File: src/include/spc_defines.svh
`ifndef SPC_DEFINES_SVH
`define SPC_DEFINES_SVH

// ----------------------------------------------------------------
// Register offsets (word indices, byte address divided by four) and preset base (byte address bits 7:6)
// ----------------------------------------------------------------
`define SPC_A_STEPMODE  6'h00
`define SPC_A_RAMP      6'h01
`define SPC_A_IDLECUR   6'h02
`define SPC_A_PHASECUR  6'h03
`define SPC_A_NODEADDR  6'h04
`define SPC_A_LINEFMT   6'h05
`define SPC_A_CTRLSRC   6'h06
`define SPC_A_MINFREQ   6'h07
`define SPC_A_BUSCMD    6'h08
`define SPC_A_LASTPRE   6'h09
`define SPC_A_IDXU      6'h0A
`define SPC_A_IDXT      6'h0B
`define SPC_A_POSU      6'h0C
`define SPC_A_POST      6'h0D
`define SPC_A_STATUS    6'h0E
`define SPC_PRESET_BASE 2'h1
// ----------------------------------------------------------------
// Reset values and limits
// ----------------------------------------------------------------
`define SPC_RST_STEPMODE 3'h2
`define SPC_RST_RAMP     6'h0A
`define SPC_RST_IDLECUR  3'h4
`define SPC_RST_PHASECUR 6'h0A
`define SPC_RST_MINFREQ  10'h00A
`define SPC_RST_PFREQ    10'h064
`define SPC_RST_PDIR     4'hA
`define SPC_AIN_MAX      10'h004
// ----------------------------------------------------------------
// Timing
// ----------------------------------------------------------------
`define SPC_CLK_MHZ       250
`define SPC_CLK_HZ        28'(`SPC_CLK_MHZ * 1000000)
`define SPC_RAMP_UNIT_NS  10000
`define SPC_RAMP_UNIT_CYC ((`SPC_RAMP_UNIT_NS * `SPC_CLK_MHZ) / 1000)
`define SPC_IDLE_DELAY_MS 1000
`define SPC_IDLE_CYC      (`SPC_IDLE_DELAY_MS * 1000 * `SPC_CLK_MHZ)
`endif

File: src/include/spc_pkg.sv
package spc_pkg;
  typedef enum logic [1:0] {SPC_IDLE, SPC_RUN, SPC_DECEL} spc_run_e;

  typedef struct packed {
    logic            wb_ack;
    logic [31:0]     wb_dat;
    logic [2:0]      step_mode;
    logic [5:0]      ramp;
    logic [2:0]      idle_sel;
    logic [5:0]      phase_cur;
    logic [7:0]      node_addr;
    logic [2:0]      line_fmt;
    logic [1:0]      ctrl_src;
    logic [9:0]      min_freq;
    logic [3:0]      pdir;
    logic [3:0][9:0] pfreq;
    logic [3:0][9:0] plo;
    logic [3:0][9:0] phi;
    logic [3:0]      bus_fn;
    logic            bus_dir;
    logic            bus_step;
    logic [3:0]      fn_prev;
    logic            dir_prev;
    logic            step_prev;
    spc_run_e        st;
    logic [1:0]      act;
    logic [2:0]      last;
    logic            idx_mode;
    logic            ana;
    logic            run_dir;
    logic [13:0]     cur_hz;
    logic [13:0]     tgt_hz;
    logic [27:0]     acc;
    logic [16:0]     ramp_cnt;
    logic [19:0]     accel_steps;
    logic [19:0]     rem;
    logic [9:0]      idx_u;
    logic [9:0]      idx_t;
    logic [9:0]      pos_u;
    logic [15:0]     pos_t;
    logic [27:0]     idle_cnt;
    logic            idle;
    logic            step_out;
    logic            dir_out;
    logic            pwr_en;
    logic [5:0]      cur_lim;
  } spc_state_s;
endpackage : spc_pkg

File: src/hdl/spc_top.sv
// The placing of the registers and register access over Wishbone were chosen for this implementation.
`timescale 1ns/1ps
`include "spc_defines.svh"

module spc_top #(
  parameter int IDLE_CYC = `SPC_IDLE_CYC
) (
  input  wire logic        clk_i,
  input  wire logic        rst_i,
  input  wire logic        wb_cyc_i,
  input  wire logic        wb_stb_i,
  input  wire logic        wb_we_i,
  input  wire logic [7:0]  wb_adr_i,
  input  wire logic [3:0]  wb_sel_i,
  input  wire logic [31:0] wb_dat_i,
  output logic      [31:0] wb_dat_o,
  output logic             wb_ack_o,
  input  wire logic        step_i,
  input  wire logic        dir_i,
  input  wire logic        disable_i,
  input  wire logic [3:0]  fn_i,
  input  wire logic [13:0] ain_hz_i,
  output logic             step_o,
  output logic             dir_o,
  output logic             pwr_en_o,
  output logic      [5:0]  cur_lim_o,
  output logic      [2:0]  step_res_o,
  output logic      [7:0]  node_addr_o,
  output logic      [2:0]  line_fmt_o
);

  spc_pkg::spc_state_s s;
  spc_pkg::spc_state_s n;

  // ----------------------------------------------------------------
  // Helpers
  // ----------------------------------------------------------------
  function automatic logic [13:0] hz10(input logic [9:0] x);
    hz10 = 14'(x * 14'd10);
  endfunction : hz10

  function automatic logic [31:0] wmerge(input logic [31:0] old, input logic [31:0] d,
                                         input logic [3:0] sel);
    for (int i = 0; i < 4; i++)
      wmerge[i*8 +: 8] = sel[i] ? d[i*8 +: 8] : old[i*8 +: 8];
  endfunction : wmerge

  function automatic logic [19:0] cnt_dn(input logic [9:0] u, input logic [9:0] t);
    if (u == 10'h000)
      cnt_dn = {t - 10'h001, 10'h3E7};
    else
      cnt_dn = {t, u - 10'h001};
  endfunction : cnt_dn

  function automatic logic [25:0] pos_mv(input logic [9:0] u, input logic [15:0] t,
                                         input logic rev);
    if (!rev)
      pos_mv = (u == 10'h3E7) ? {t + 16'h0001, 10'h000} : {t, u + 10'h001};
    else
      pos_mv = (u == 10'h000) ? {t - 16'h0001, 10'h3E7} : {t, u - 10'h001};
  endfunction : pos_mv

  // ----------------------------------------------------------------
  // Input source and edges
  // ----------------------------------------------------------------
  logic        bus_sel;
  logic [3:0]  fn_e;
  logic        dir_e;
  logic        step_e;
  logic [3:0]  fn_rise;
  logic        dir_rise;
  logic        step_rise;
  logic        analog;
  logic [13:0] min_hz;

  assign bus_sel   = (s.ctrl_src == 2'h1) || ((s.ctrl_src == 2'h2) && fn_i[1]);
  assign fn_e      = bus_sel ? s.bus_fn : fn_i;
  assign dir_e     = bus_sel ? s.bus_dir : dir_i;
  assign step_e    = bus_sel ? s.bus_step : step_i;
  assign fn_rise   = fn_e & ~s.fn_prev;
  assign dir_rise  = dir_e & ~s.dir_prev;
  assign step_rise = step_e & ~s.step_prev;
  assign analog    = (s.pfreq[3] <= `SPC_AIN_MAX);
  assign min_hz    = hz10(s.min_freq);

  // ----------------------------------------------------------------
  // Next state
  // ----------------------------------------------------------------
  always_comb
  begin
    logic [31:0] rdw;
    logic [31:0] wv;
    logic [1:0]  pi;
    logic        found;
    logic        pulse;
    logic        tick;
    logic [16:0] rlim;
    logic [27:0] asum;
    rdw   = 32'h0000_0000;
    wv    = 32'h0000_0000;
    pi    = 2'h0;
    found = 1'b0;
    pulse = 1'b0;
    tick  = 1'b0;
    rlim  = (s.ramp == 6'h00) ? 17'h00000 : 17'(s.ramp * `SPC_RAMP_UNIT_CYC) - 17'h00001;
    asum  = s.acc + 28'(s.cur_hz);
    n     = s;
    n.wb_ack   = 1'b0;
    n.step_out = 1'b0;
    n.fn_prev  = fn_e;
    n.dir_prev = dir_e;
    n.step_prev = step_e;
    n.pwr_en   = ~disable_i;

    // Register bus, one wait state
    if (wb_cyc_i && wb_stb_i && !s.wb_ack) begin
      n.wb_ack = 1'b1;
      if (wb_adr_i[7:6] == `SPC_PRESET_BASE) begin
        unique case (wb_adr_i[3:2])
          2'h0: rdw = {31'h0, s.pdir[wb_adr_i[5:4]]};
          2'h1: rdw = {22'h0, s.pfreq[wb_adr_i[5:4]]};
          2'h2: rdw = {22'h0, s.plo[wb_adr_i[5:4]]};
          2'h3: rdw = {22'h0, s.phi[wb_adr_i[5:4]]};
        endcase
      end else if (wb_adr_i[7:6] == 2'h0) begin
        case (wb_adr_i[5:0] >> 2)
          `SPC_A_STEPMODE: rdw = {29'h0, s.step_mode};
          `SPC_A_RAMP:     rdw = {26'h0, s.ramp};
          `SPC_A_IDLECUR:  rdw = {29'h0, s.idle_sel};
          `SPC_A_PHASECUR: rdw = {26'h0, s.phase_cur};
          `SPC_A_NODEADDR: rdw = {24'h0, s.node_addr};
          `SPC_A_LINEFMT:  rdw = {29'h0, s.line_fmt};
          `SPC_A_CTRLSRC:  rdw = {30'h0, s.ctrl_src};
          `SPC_A_MINFREQ:  rdw = {22'h0, s.min_freq};
          `SPC_A_BUSCMD:   rdw = {26'h0, s.bus_step, s.bus_dir, s.bus_fn};
          `SPC_A_LASTPRE:  rdw = {29'h0, s.last};
          `SPC_A_IDXU:     rdw = {22'h0, s.idx_u};
          `SPC_A_IDXT:     rdw = {22'h0, s.idx_t};
          `SPC_A_POSU:     rdw = {22'h0, s.pos_u};
          `SPC_A_POST:     rdw = {16'h0, s.pos_t};
          `SPC_A_STATUS:   rdw = {24'h0, s.idle, s.ana, s.idx_mode, bus_sel,
                                  s.pwr_en, s.act, s.st != spc_pkg::SPC_IDLE};
          default:         rdw = 32'h0000_0000;
        endcase
      end
      n.wb_dat = wb_we_i ? 32'h0000_0000 : rdw;
      if (wb_we_i) begin
        wv = wmerge(rdw, wb_dat_i, wb_sel_i);
        if (wb_adr_i[7:6] == `SPC_PRESET_BASE) begin
          unique case (wb_adr_i[3:2])
            2'h0: n.pdir[wb_adr_i[5:4]]  = wv[0];
            2'h1: n.pfreq[wb_adr_i[5:4]] = wv[9:0];
            2'h2: n.plo[wb_adr_i[5:4]]   = wv[9:0];
            2'h3: n.phi[wb_adr_i[5:4]]   = wv[9:0];
          endcase
        end else if (wb_adr_i[7:6] == 2'h0) begin
          case (wb_adr_i[5:0] >> 2)
            `SPC_A_STEPMODE: n.step_mode = wv[2:0];
            `SPC_A_RAMP:     n.ramp      = wv[5:0];
            `SPC_A_IDLECUR:  n.idle_sel  = wv[2:0];
            `SPC_A_PHASECUR: n.phase_cur = wv[5:0];
            `SPC_A_NODEADDR: n.node_addr = wv[7:0];
            `SPC_A_LINEFMT:  n.line_fmt  = wv[2:0];
            `SPC_A_CTRLSRC:  n.ctrl_src  = wv[1:0];
            `SPC_A_MINFREQ:  n.min_freq  = wv[9:0];
            `SPC_A_BUSCMD:
            begin
              n.bus_fn   = wv[3:0];
              n.bus_dir  = wv[4];
              n.bus_step = wv[5];
            end
            default: ;
          endcase
        end
      end
    end

    // Sequencer
    unique case (s.st)
      spc_pkg::SPC_IDLE:
      begin
        for (int i = 3; i >= 0; i--)
          if (fn_rise[i] && (i < 2 || !analog)) begin
            found = 1'b1;
            pi    = 2'(i);
          end
        if (found) begin
          n.st          = spc_pkg::SPC_RUN;
          n.act         = pi;
          n.last        = {1'b0, pi} + 3'h1;
          n.ana         = 1'b0;
          n.run_dir     = s.pdir[pi];
          n.tgt_hz      = hz10(s.pfreq[pi]);
          n.cur_hz      = min_hz;
          n.acc         = 28'h0;
          n.ramp_cnt    = 17'h0;
          n.accel_steps = 20'h0;
          n.rem         = 20'(s.plo[pi]) + 20'(20'(s.phi[pi]) * 20'd1000);
          n.idx_u       = s.plo[pi];
          n.idx_t       = s.phi[pi];
          n.idx_mode    = (s.plo[pi] != 10'h0) || (s.phi[pi] != 10'h0);
        end else if (analog && ain_hz_i >= min_hz && ain_hz_i != 14'h0) begin
          n.st          = spc_pkg::SPC_RUN;
          n.act         = 2'h3;
          n.ana         = 1'b1;
          n.idx_mode    = 1'b0;
          n.run_dir     = fn_e[2];
          n.tgt_hz      = ain_hz_i;
          n.cur_hz      = min_hz;
          n.acc         = 28'h0;
          n.ramp_cnt    = 17'h0;
        end else if (dir_rise && s.idx_mode) begin
          n.rem   = 20'h0;
          n.idx_u = 10'h0;
          n.idx_t = 10'h0;
          n.pos_u = 10'h0;
          n.pos_t = 16'h0;
        end else if (step_rise && !disable_i) begin
          pulse     = 1'b1;
          n.dir_out = dir_e;
        end
      end
      spc_pkg::SPC_RUN, spc_pkg::SPC_DECEL:
      begin
        if (s.ana)
          n.tgt_hz = ain_hz_i;
        if (!disable_i) begin
          tick       = (s.ramp_cnt >= rlim);
          n.ramp_cnt = tick ? 17'h0 : s.ramp_cnt + 17'h1;
          if (tick) begin
            if (s.st == spc_pkg::SPC_DECEL || s.cur_hz > s.tgt_hz)
              n.cur_hz = (s.cur_hz > 14'h0) ? s.cur_hz - 14'h1 : s.cur_hz;
            else if (s.cur_hz < s.tgt_hz)
              n.cur_hz = s.cur_hz + 14'h1;
          end
          if (asum >= `SPC_CLK_HZ) begin
            pulse     = 1'b1;
            n.acc     = asum - `SPC_CLK_HZ;
            n.dir_out = s.run_dir;
          end else begin
            n.acc = asum;
          end
        end
        if (pulse && s.st == spc_pkg::SPC_RUN && s.cur_hz < s.tgt_hz)
          n.accel_steps = s.accel_steps + 20'h1;
        if (pulse && s.idx_mode && s.rem != 20'h0) begin
          n.rem             = s.rem - 20'h1;
          {n.idx_t, n.idx_u} = cnt_dn(s.idx_u, s.idx_t);
        end
        if (dir_rise && !s.ana) begin
          n.st = disable_i ? spc_pkg::SPC_IDLE : spc_pkg::SPC_DECEL;
          if (s.idx_mode) begin
            n.rem   = 20'h0;
            n.idx_u = 10'h0;
            n.idx_t = 10'h0;
            n.pos_u = 10'h0;
            n.pos_t = 16'h0;
          end
        end else if (s.idx_mode && pulse && s.rem == 20'h1) begin
          n.st = spc_pkg::SPC_IDLE;
        end else if (s.st == spc_pkg::SPC_RUN) begin
          if (s.ana && ain_hz_i < min_hz)
            n.st = spc_pkg::SPC_DECEL;
          else if (!s.ana && !s.idx_mode && !fn_e[s.act])
            n.st = spc_pkg::SPC_DECEL;
          else if (s.idx_mode && s.rem <= s.accel_steps)
            n.st = spc_pkg::SPC_DECEL;
        end else if (s.cur_hz <= min_hz) begin
          n.st = spc_pkg::SPC_IDLE;
        end
      end
      default: n.st = spc_pkg::SPC_IDLE;
    endcase

    // Position and standstill current
    if (pulse && !(dir_rise && s.idx_mode && s.st != spc_pkg::SPC_IDLE))
      {n.pos_t, n.pos_u} = pos_mv(s.pos_u, s.pos_t, n.dir_out);
    n.step_out = pulse;
    if (pulse) begin
      n.idle_cnt = 28'h0;
      n.idle     = 1'b0;
    end else if (s.st == spc_pkg::SPC_IDLE && !s.idle) begin
      if (s.idle_cnt >= 28'(IDLE_CYC - 1))
        n.idle = 1'b1;
      else
        n.idle_cnt = s.idle_cnt + 28'h1;
    end
    if (!s.idle)
      n.cur_lim = s.phase_cur;
    else
      case (s.idle_sel)
        3'h1:    n.cur_lim = s.phase_cur;
        3'h2:    n.cur_lim = s.phase_cur >> 1;
        3'h3:    n.cur_lim = s.phase_cur >> 2;
        default: n.cur_lim = 6'h00;
      endcase
  end

  // ----------------------------------------------------------------
  // State register
  // ----------------------------------------------------------------
  always_ff @(posedge clk_i)
  begin
    if (rst_i) begin
      s           <= '0;
      s.st        <= spc_pkg::SPC_IDLE;
      s.step_mode <= `SPC_RST_STEPMODE;
      s.ramp      <= `SPC_RST_RAMP;
      s.idle_sel  <= `SPC_RST_IDLECUR;
      s.phase_cur <= `SPC_RST_PHASECUR;
      s.cur_lim   <= `SPC_RST_PHASECUR;
      s.min_freq  <= `SPC_RST_MINFREQ;
      s.pdir      <= `SPC_RST_PDIR;
      s.pfreq     <= {4{`SPC_RST_PFREQ}};
    end else begin
      s <= n;
    end
  end

  assign wb_dat_o    = s.wb_dat;
  assign wb_ack_o    = s.wb_ack;
  assign step_o      = s.step_out;
  assign dir_o       = s.dir_out;
  assign pwr_en_o    = s.pwr_en;
  assign cur_lim_o   = s.cur_lim;
  assign step_res_o  = s.step_mode;
  assign node_addr_o = s.node_addr;
  assign line_fmt_o  = s.line_fmt;
endmodule : spc_top

File: config.mk
export PLATFORM = sky130hd
export DESIGN_NAME = spc_top
export DESIGN_NICKNAME = d
export VERILOG_FILES = /design/src/include/spc_pkg.sv /design/src/hdl/spc_top.sv
export VERILOG_INCLUDE_DIRS = /design/src /design/src/include
export SDC_FILE = /design/constraint.sdc
export NUM_CORES = 2
export LEC_CHECK = 0
export ABC_AREA = 1
export ABC_CLOCK_PERIOD_IN_PS = 7050
export BUFFER_PORTS_ARGS = -buffer_cell sky130_fd_sc_hd__buf_2
export CELL_PAD_IN_SITES_DETAIL_PLACEMENT = 0
export CELL_PAD_IN_SITES_GLOBAL_PLACEMENT = 1
export CORE_MARGIN = 2
export CORE_UTILIZATION = 40
export CTS_BUF_LIST = sky130_fd_sc_hd__clkbuf_8
export CTS_CLUSTER_DIAMETER = 200
export DETAILED_ROUTE_END_ITERATION = 8
export PLACE_DENSITY_LB_ADDON = 0.1
export REMOVE_ABC_BUFFERS = 1
export SLEW_MARGIN = 20
export SYNTH_ARGS = -nofsm -noshare
export SYNTH_HDL_FRONTEND = slang
export SYNTH_SLANG_ARGS = --single-unit
File: constraint.sdc
create_clock -name clk_i -period 7.05 [get_ports clk_i]
set_input_delay 0 -clock clk_i [delete_from_list [all_inputs] [get_ports clk_i]]
set_output_delay 0 -clock clk_i [all_outputs]
set_load 0.02 [all_outputs]
# Word level (Yosys, flattened, before mapping)
# Cells that the tools add are included.
dict set report classes {
  add_sub_neg 17
  mul 4
  order_cmp 15
  n_eq_ne 46
  n_mux 122
  n_bitwise 9
  n_reduce_logical 76
}
# operator n
set ops {}
lappend ops {{$pmux W159 S2} 1}
lappend ops {{$mux W66} 4}
lappend ops {{$pmux W16 S15} 1}
lappend ops {{$mux W204} 1}
lappend ops {{$mux W40} 5}
lappend ops {{$mux W171} 1}
lappend ops {{$mux W76} 2}
lappend ops {{$mux W26} 5}
lappend ops {{$pmux W32 S4} 1}
lappend ops {{$mux W124} 1}
lappend ops {{$bmux W10 S2} 6}
lappend ops {{$bwmux W40} 3}
lappend ops {{$mux W32} 3}
lappend ops {{$mux W14} 6}
lappend ops {{$mux W41} 2}
lappend ops {{$mux W10} 8}
lappend ops {{$mux W20} 3}
lappend ops {{$ge A28 B28 Y1 const B} 2}
lappend ops {{$mux W45} 1}
lappend ops {{$reduce_and A5 Y1} 9}
lappend ops {{$mux W6} 6}
lappend ops {{$mux W17} 2}
lappend ops {{$mux W2} 15}
lappend ops {{$ne A3 B3 Y1 const B} 10}
lappend ops {{76 further kinds} 191}
dict set report totals {
  regBits 417
  inputBits 70
  output_inout_bits 56
  word_cells 340
}

# Depth between registers and ports, before layout
dict set report depth {
  ltp_word 18
  ltp_mapped 45
  depth_no_buf 44
}

# Worst setup path before layout
# Ideal clock, no wire load.
dict set report synth_path {
  kind {reg-to-reg}
  from {reg s[354] (netlist name)}
  to {reg s[103] (netlist name)}
  arrival_ns 6.755
  setup_slack_ns 0.172
  stages_incl_launch_ff 44
  path_buffers 2
  path_cell_list {dfxtp_1 -> nand2_1 -> nand2_1 -> nand2_2 -> or2_0 -> o21ai_0 -> nor2_1 -> nand2_1 -> o21ai_0 -> nand2_1 -> clkbuf_1 -> clkbuf_1 -> nand2_1 -> a32oi_1 -> inv_1 -> fa_1 -> inv_1 -> fa_1 -> [8 not listed] -> ha_1 -> inv_1 -> nor2_1 -> nor2_1 -> nor2_1 -> inv_1 -> nor2_1 -> nand2_1 -> nor2_1 -> nand2_1 -> nor2_1 -> nand2_1 -> nor2_1 -> nand2_1 -> nor2_1 -> nor2_1 -> a21oi_1 -> a21oi_1}
}
dict set report synth_via {
  elab_chain_cells 17
  word_cells_on_any_way 34
}
# element line
set synth_lines {}
lappend synth_lines {{start: declaration} spc_top.sv:32} ;# spc_pkg::spc_state_s s;
lappend synth_lines {{start signal: assignment} spc_top.sv:316} ;# s <= n;
lappend synth_lines {{$eq A2 B2 Y1} spc_top.sv:76} ;# assign bus_sel = (s.ctrl_src == 2'h1) || ((s.ctrl_src == 2'h2) && fn_i[1]);
lappend synth_lines {{$logic_and A1 B1 Y1} spc_top.sv:76}
lappend synth_lines {{$logic_or A1 B1 Y1 *} spc_top.sv:76}
lappend synth_lines {{$mux W4} spc_top.sv:77} ;# assign fn_e = bus_sel ? s.bus_fn : fn_i;
lappend synth_lines {{$and A4 B4 Y4} spc_top.sv:80} ;# assign fn_rise = fn_e & ~s.fn_prev;
lappend synth_lines {{$logic_and A1 B1 Y1} spc_top.sv:183} ;# if (fn_rise[i] && (i < 2 || !analog)) begin
lappend synth_lines {{$mux W2 (4 in series)} spc_top.sv:183}
lappend synth_lines {{$mux W2} spc_top.sv:179} ;# unique case (s.st)
lappend synth_lines {{$bmux W10 S2} spc_top.sv:198} ;# n.rem = 20'(s.plo[pi]) + 20'(20'(s.phi[pi]) * 20'd1000);
lappend synth_lines {{$mux W10 (implied by the code)} spc_top.sv:198}
lappend synth_lines {{$mul A10 B7 Y17} spc_top.sv:198}
lappend synth_lines {{$add A10 B20 Y20} spc_top.sv:198}
lappend synth_lines {{$mux W40} spc_top.sv:187} ;# if (found) begin
lappend synth_lines {{$pmux W159 S2} spc_top.sv:179}
# Every way passes the cells marked *; elsewhere a longest branch is shown, timed or not. The select of a mux whose other input is x is not followed.
# A chain may end at the register's enable or synchronous reset.

# Worst setup path in the final report
# Same ends and word-level chain as after synthesis.

==> results.md <==
* Fin Setup TNS at 0 ps
* Max_slew headroom at 30.0%
* DR pass1 iterations at 6
* Average wire per standard cell at 19.4 um
* Critical path startpoint: s[354]$_SDFFE_PP0P_
* Data arrival time of the worst path at 7090 ps
* Final period demand of the worst path at 6540 ps
* Die width at 277 um
* Core area at 74200 um^2
* Clock root cell: clkbuf_8
* Worst setup margin at 514 ps
* Most frequent cells in the layout: 843 x nand2_1, 522 x inv_1, 473 x a21oi_1
* Reg2Reg Launch Point: s[354]$_SDFFE_PP0P_
* # DRC at 0
* CTS tree: yes
* Critical path's slowest cell: fa_1
* Vias in the first global route at between 20000 and 30000
* Peak supply drop at 0.304 mV
* CP max FO at 7
* Status: finished, final reports clean
* Fin Clk Skew at 56.3 ps
* Routability cong. at 0.898
* R2R depth at 40
* WS Path Type: flop to flop
* CTS H-tree lvls at 3
* Clk buf depth at 3
* Main flop type after synthesis: dfxtp_1
* Slew of the pin with the lowest slew margin at around 1000 ps
* Die H at between 200 and 300 um
* Flip-flop and latch area at roughly 8000 um^2
* Post-route ant nets at 0
* Fmax achieved at between 150 and 200 MHz
* Fillers at between 7000 and 8000
* Post-route cell area at around 33000 um^2
* Power Density at 320 nW/um^2
* Total number of yosys warnings at 0
* Area grow syn2layout at 11.8%
* # IOs at roughly 130
* Inst Count DP at 5348
* Final Util at 45.0%
* Final std cells w/o fill at 5537
* Die area at just under 80000 um^2
* Placed Area at 31000 um^2
* First-pass GRT wire length at 167000 um
* Total track usage at between 20% and 30%
* FFs w/ async S/R, synth at 0%
* Initial Util at about two fifths
* Seq cells post-synth at 401
* Vias at between 30000 and 40000
* Vias per inst at 5.42
* PortBufs at 83
* Latest clock arrival within the worst-skew pair at 710 ps
* Synth unique cells at 70
* Cell count after synthesis at 4444
* Hold path depth at 6
* Pwr Total at approximately 11 mW
* Commonest non-fill, non-tap cell in the layout: nand2_1
* Worst Setup End Kind: flop
* Max Slew Vio Count at 0
* Layout cells sized above 1 at 9.15%
* Multi-input logic area at 19000 um^2
* Pleak at around 15 nW
* Max-Cap Viols at 0
* CP startpoint kind: flop
* Required time worst endpoint at around 7600 ps
* Site Rows at 100
* Antenna violations before repair at 2
* Final Setup Violations at 0
* Clk sinks at 401
* Tightest Hold Check Type: primary input to flop
* Gr ovfl total at 0
* Largest net degree at the start of global routing at 102
* Avg Cell Area, Syn at about 6.7 um^2
* Max stage delay on crit path at 520 ps
* Final #Nets at 4860
* DP Wirelength at 78800 um
* Most used cell, CP: nand2_1
* Hold path start: wb_adr_i[3]
* Hold Slack at 85.6 ps
* Post-synth EDFFs at 0
* Clock buffer count from CTS at about 80
* Post-Route WL at 107000 um
* Final Cycle Share at 92.7%
* Final Hold Viols at 0
* Post-Synthesis Cell Area at 29800 um^2
* Worst slack, placed at 31.3 ps
* Seq/Total Area, Yosys at 26.9%
* Drt first-iter violations at between 2000 and 2500
* Clk slew on worst S/H paths at 60 ps
## power breakdown
group	internal (mW)	switching, mW	total [mW]	leakage [nW]
logic	1.70	3.56	5.26	10.4
registers	2.50	0.337	2.84	3.25
clock network	1.40	1.16	2.57	0.939
total	5.60	5.06	10.7	14.6
## path summary, 6_finish.rpt
| check | to | slack [ps] |
|---|---|---|
| worst max-delay path | s[103]$_SDFFE_PP0P_ | 510 |
| worst min-delay path | flop | 90 |
| worst max register to register | s[103]$_SDFFE_PP0P_ | 510 |
| worst min register to register | wb_dat_o[11]$_SDFFE_PP0P_ | 460 |
## repair_timing
item                                    4_1_cts  5_1_grt
hold buffers                                 45        0
endpoints found under the hold margin       217        0
setup buffers                                 0        7
endpoints found under the setup margin        0        7
gates resized for setup                       0       41
## final cells by class
class                   count  share of cell area [%]
repair buffers            207                    4.43
clock buffers             101                    4.17
inverters                 526                    5.94
flip-flops and latches    401                    24.1
diodes                      1                 0.00750
multi-input cells        3297                    56.9
well taps                 969                    3.63
clock inverters            35                   0.851
## per-layer routing
| metal | track usage, % | share of wire [%] | routed length [um] | vias up |
|---|---|---|---|---|
| li1 | - | - | - | 15000 |
| met1 | 37.9 | 47 | 50600 | 13900 |
| met2 | 43.2 | 43 | 46500 | 919 |
| met3 | 4.38 | 5.9 | 6320 | 184 |
| met4 | 9.78 | 3.5 | 3730 | 2 |
| met5 | 0 | 0.012 | 13 | - |
## Yosys cell counts (all sizes together) (2+ instances only)
master,instances,share of area [%]
o32ai,3,0.088
fa,42,2.8
nor3b,8,0.20
and2,2,0.042
mux2i,4,0.13
ha,233,9.8
o2111ai,4,0.12
a32o,3,0.10
a211oi,7,0.18
nor3,70,1.3
buf,86,2.0
a221oi,18,0.53
clkbuf,149,1.9
a21o,6,0.15
xor2,84,2.5
nand2,863,11
dfxtp,401,27
inv,522,6.6
a2bb2oi,2,0.059
o221ai,9,0.26
o22ai,23,0.48
nand4,57,1.2
clkinv,4,0.050
o21bai,11,0.28
o31ai,10,0.25
nor4,33,0.69
xnor2,21,0.62
o21a,7,0.18
a31oi,36,0.75
nand3b,17,0.43
o311ai,3,0.088
nor2,432,5.6
a22oi,28,0.70
a32oi,11,0.32
nand3,248,4.2
o41ai,2,0.059
or2,22,0.46
o211ai,43,1.1
a21oi,477,8.1
o21ai,425,7.3
and3,4,0.084
a22o,6,0.18
## cells by family (layout without fill, tap and decap cells)
group / Yosys count / after routing / synth area share (%)
flops: 401 / 401 / 26.9
compound gates: 1141 / 1141 / 21.4
simple gates: 1756 / 1756 / 25.4
buf+inv: 761 / 869 / 10.5
other cells: 1 / 17 / 0.0126
fa+ha+maj: 275 / 275 / 12.6
xor+xnor: 105 / 105 / 3.08
mux: 4 / 4 / 0.134
## critical path, delay by kind of cell (launching register included)
| family | cells | cell delay (ps) |
|---|---|---|
| flops | 1 | 350 |
| simple gates | 20 | 1860 |
| buf+inv | 9 | 940 |
| fa+ha+maj | 5 | 2300 |
| compound gates | 5 | 760 |
| xor+xnor | 1 | 160 |
No activity file was read; power rests on OpenSTA's default activity.
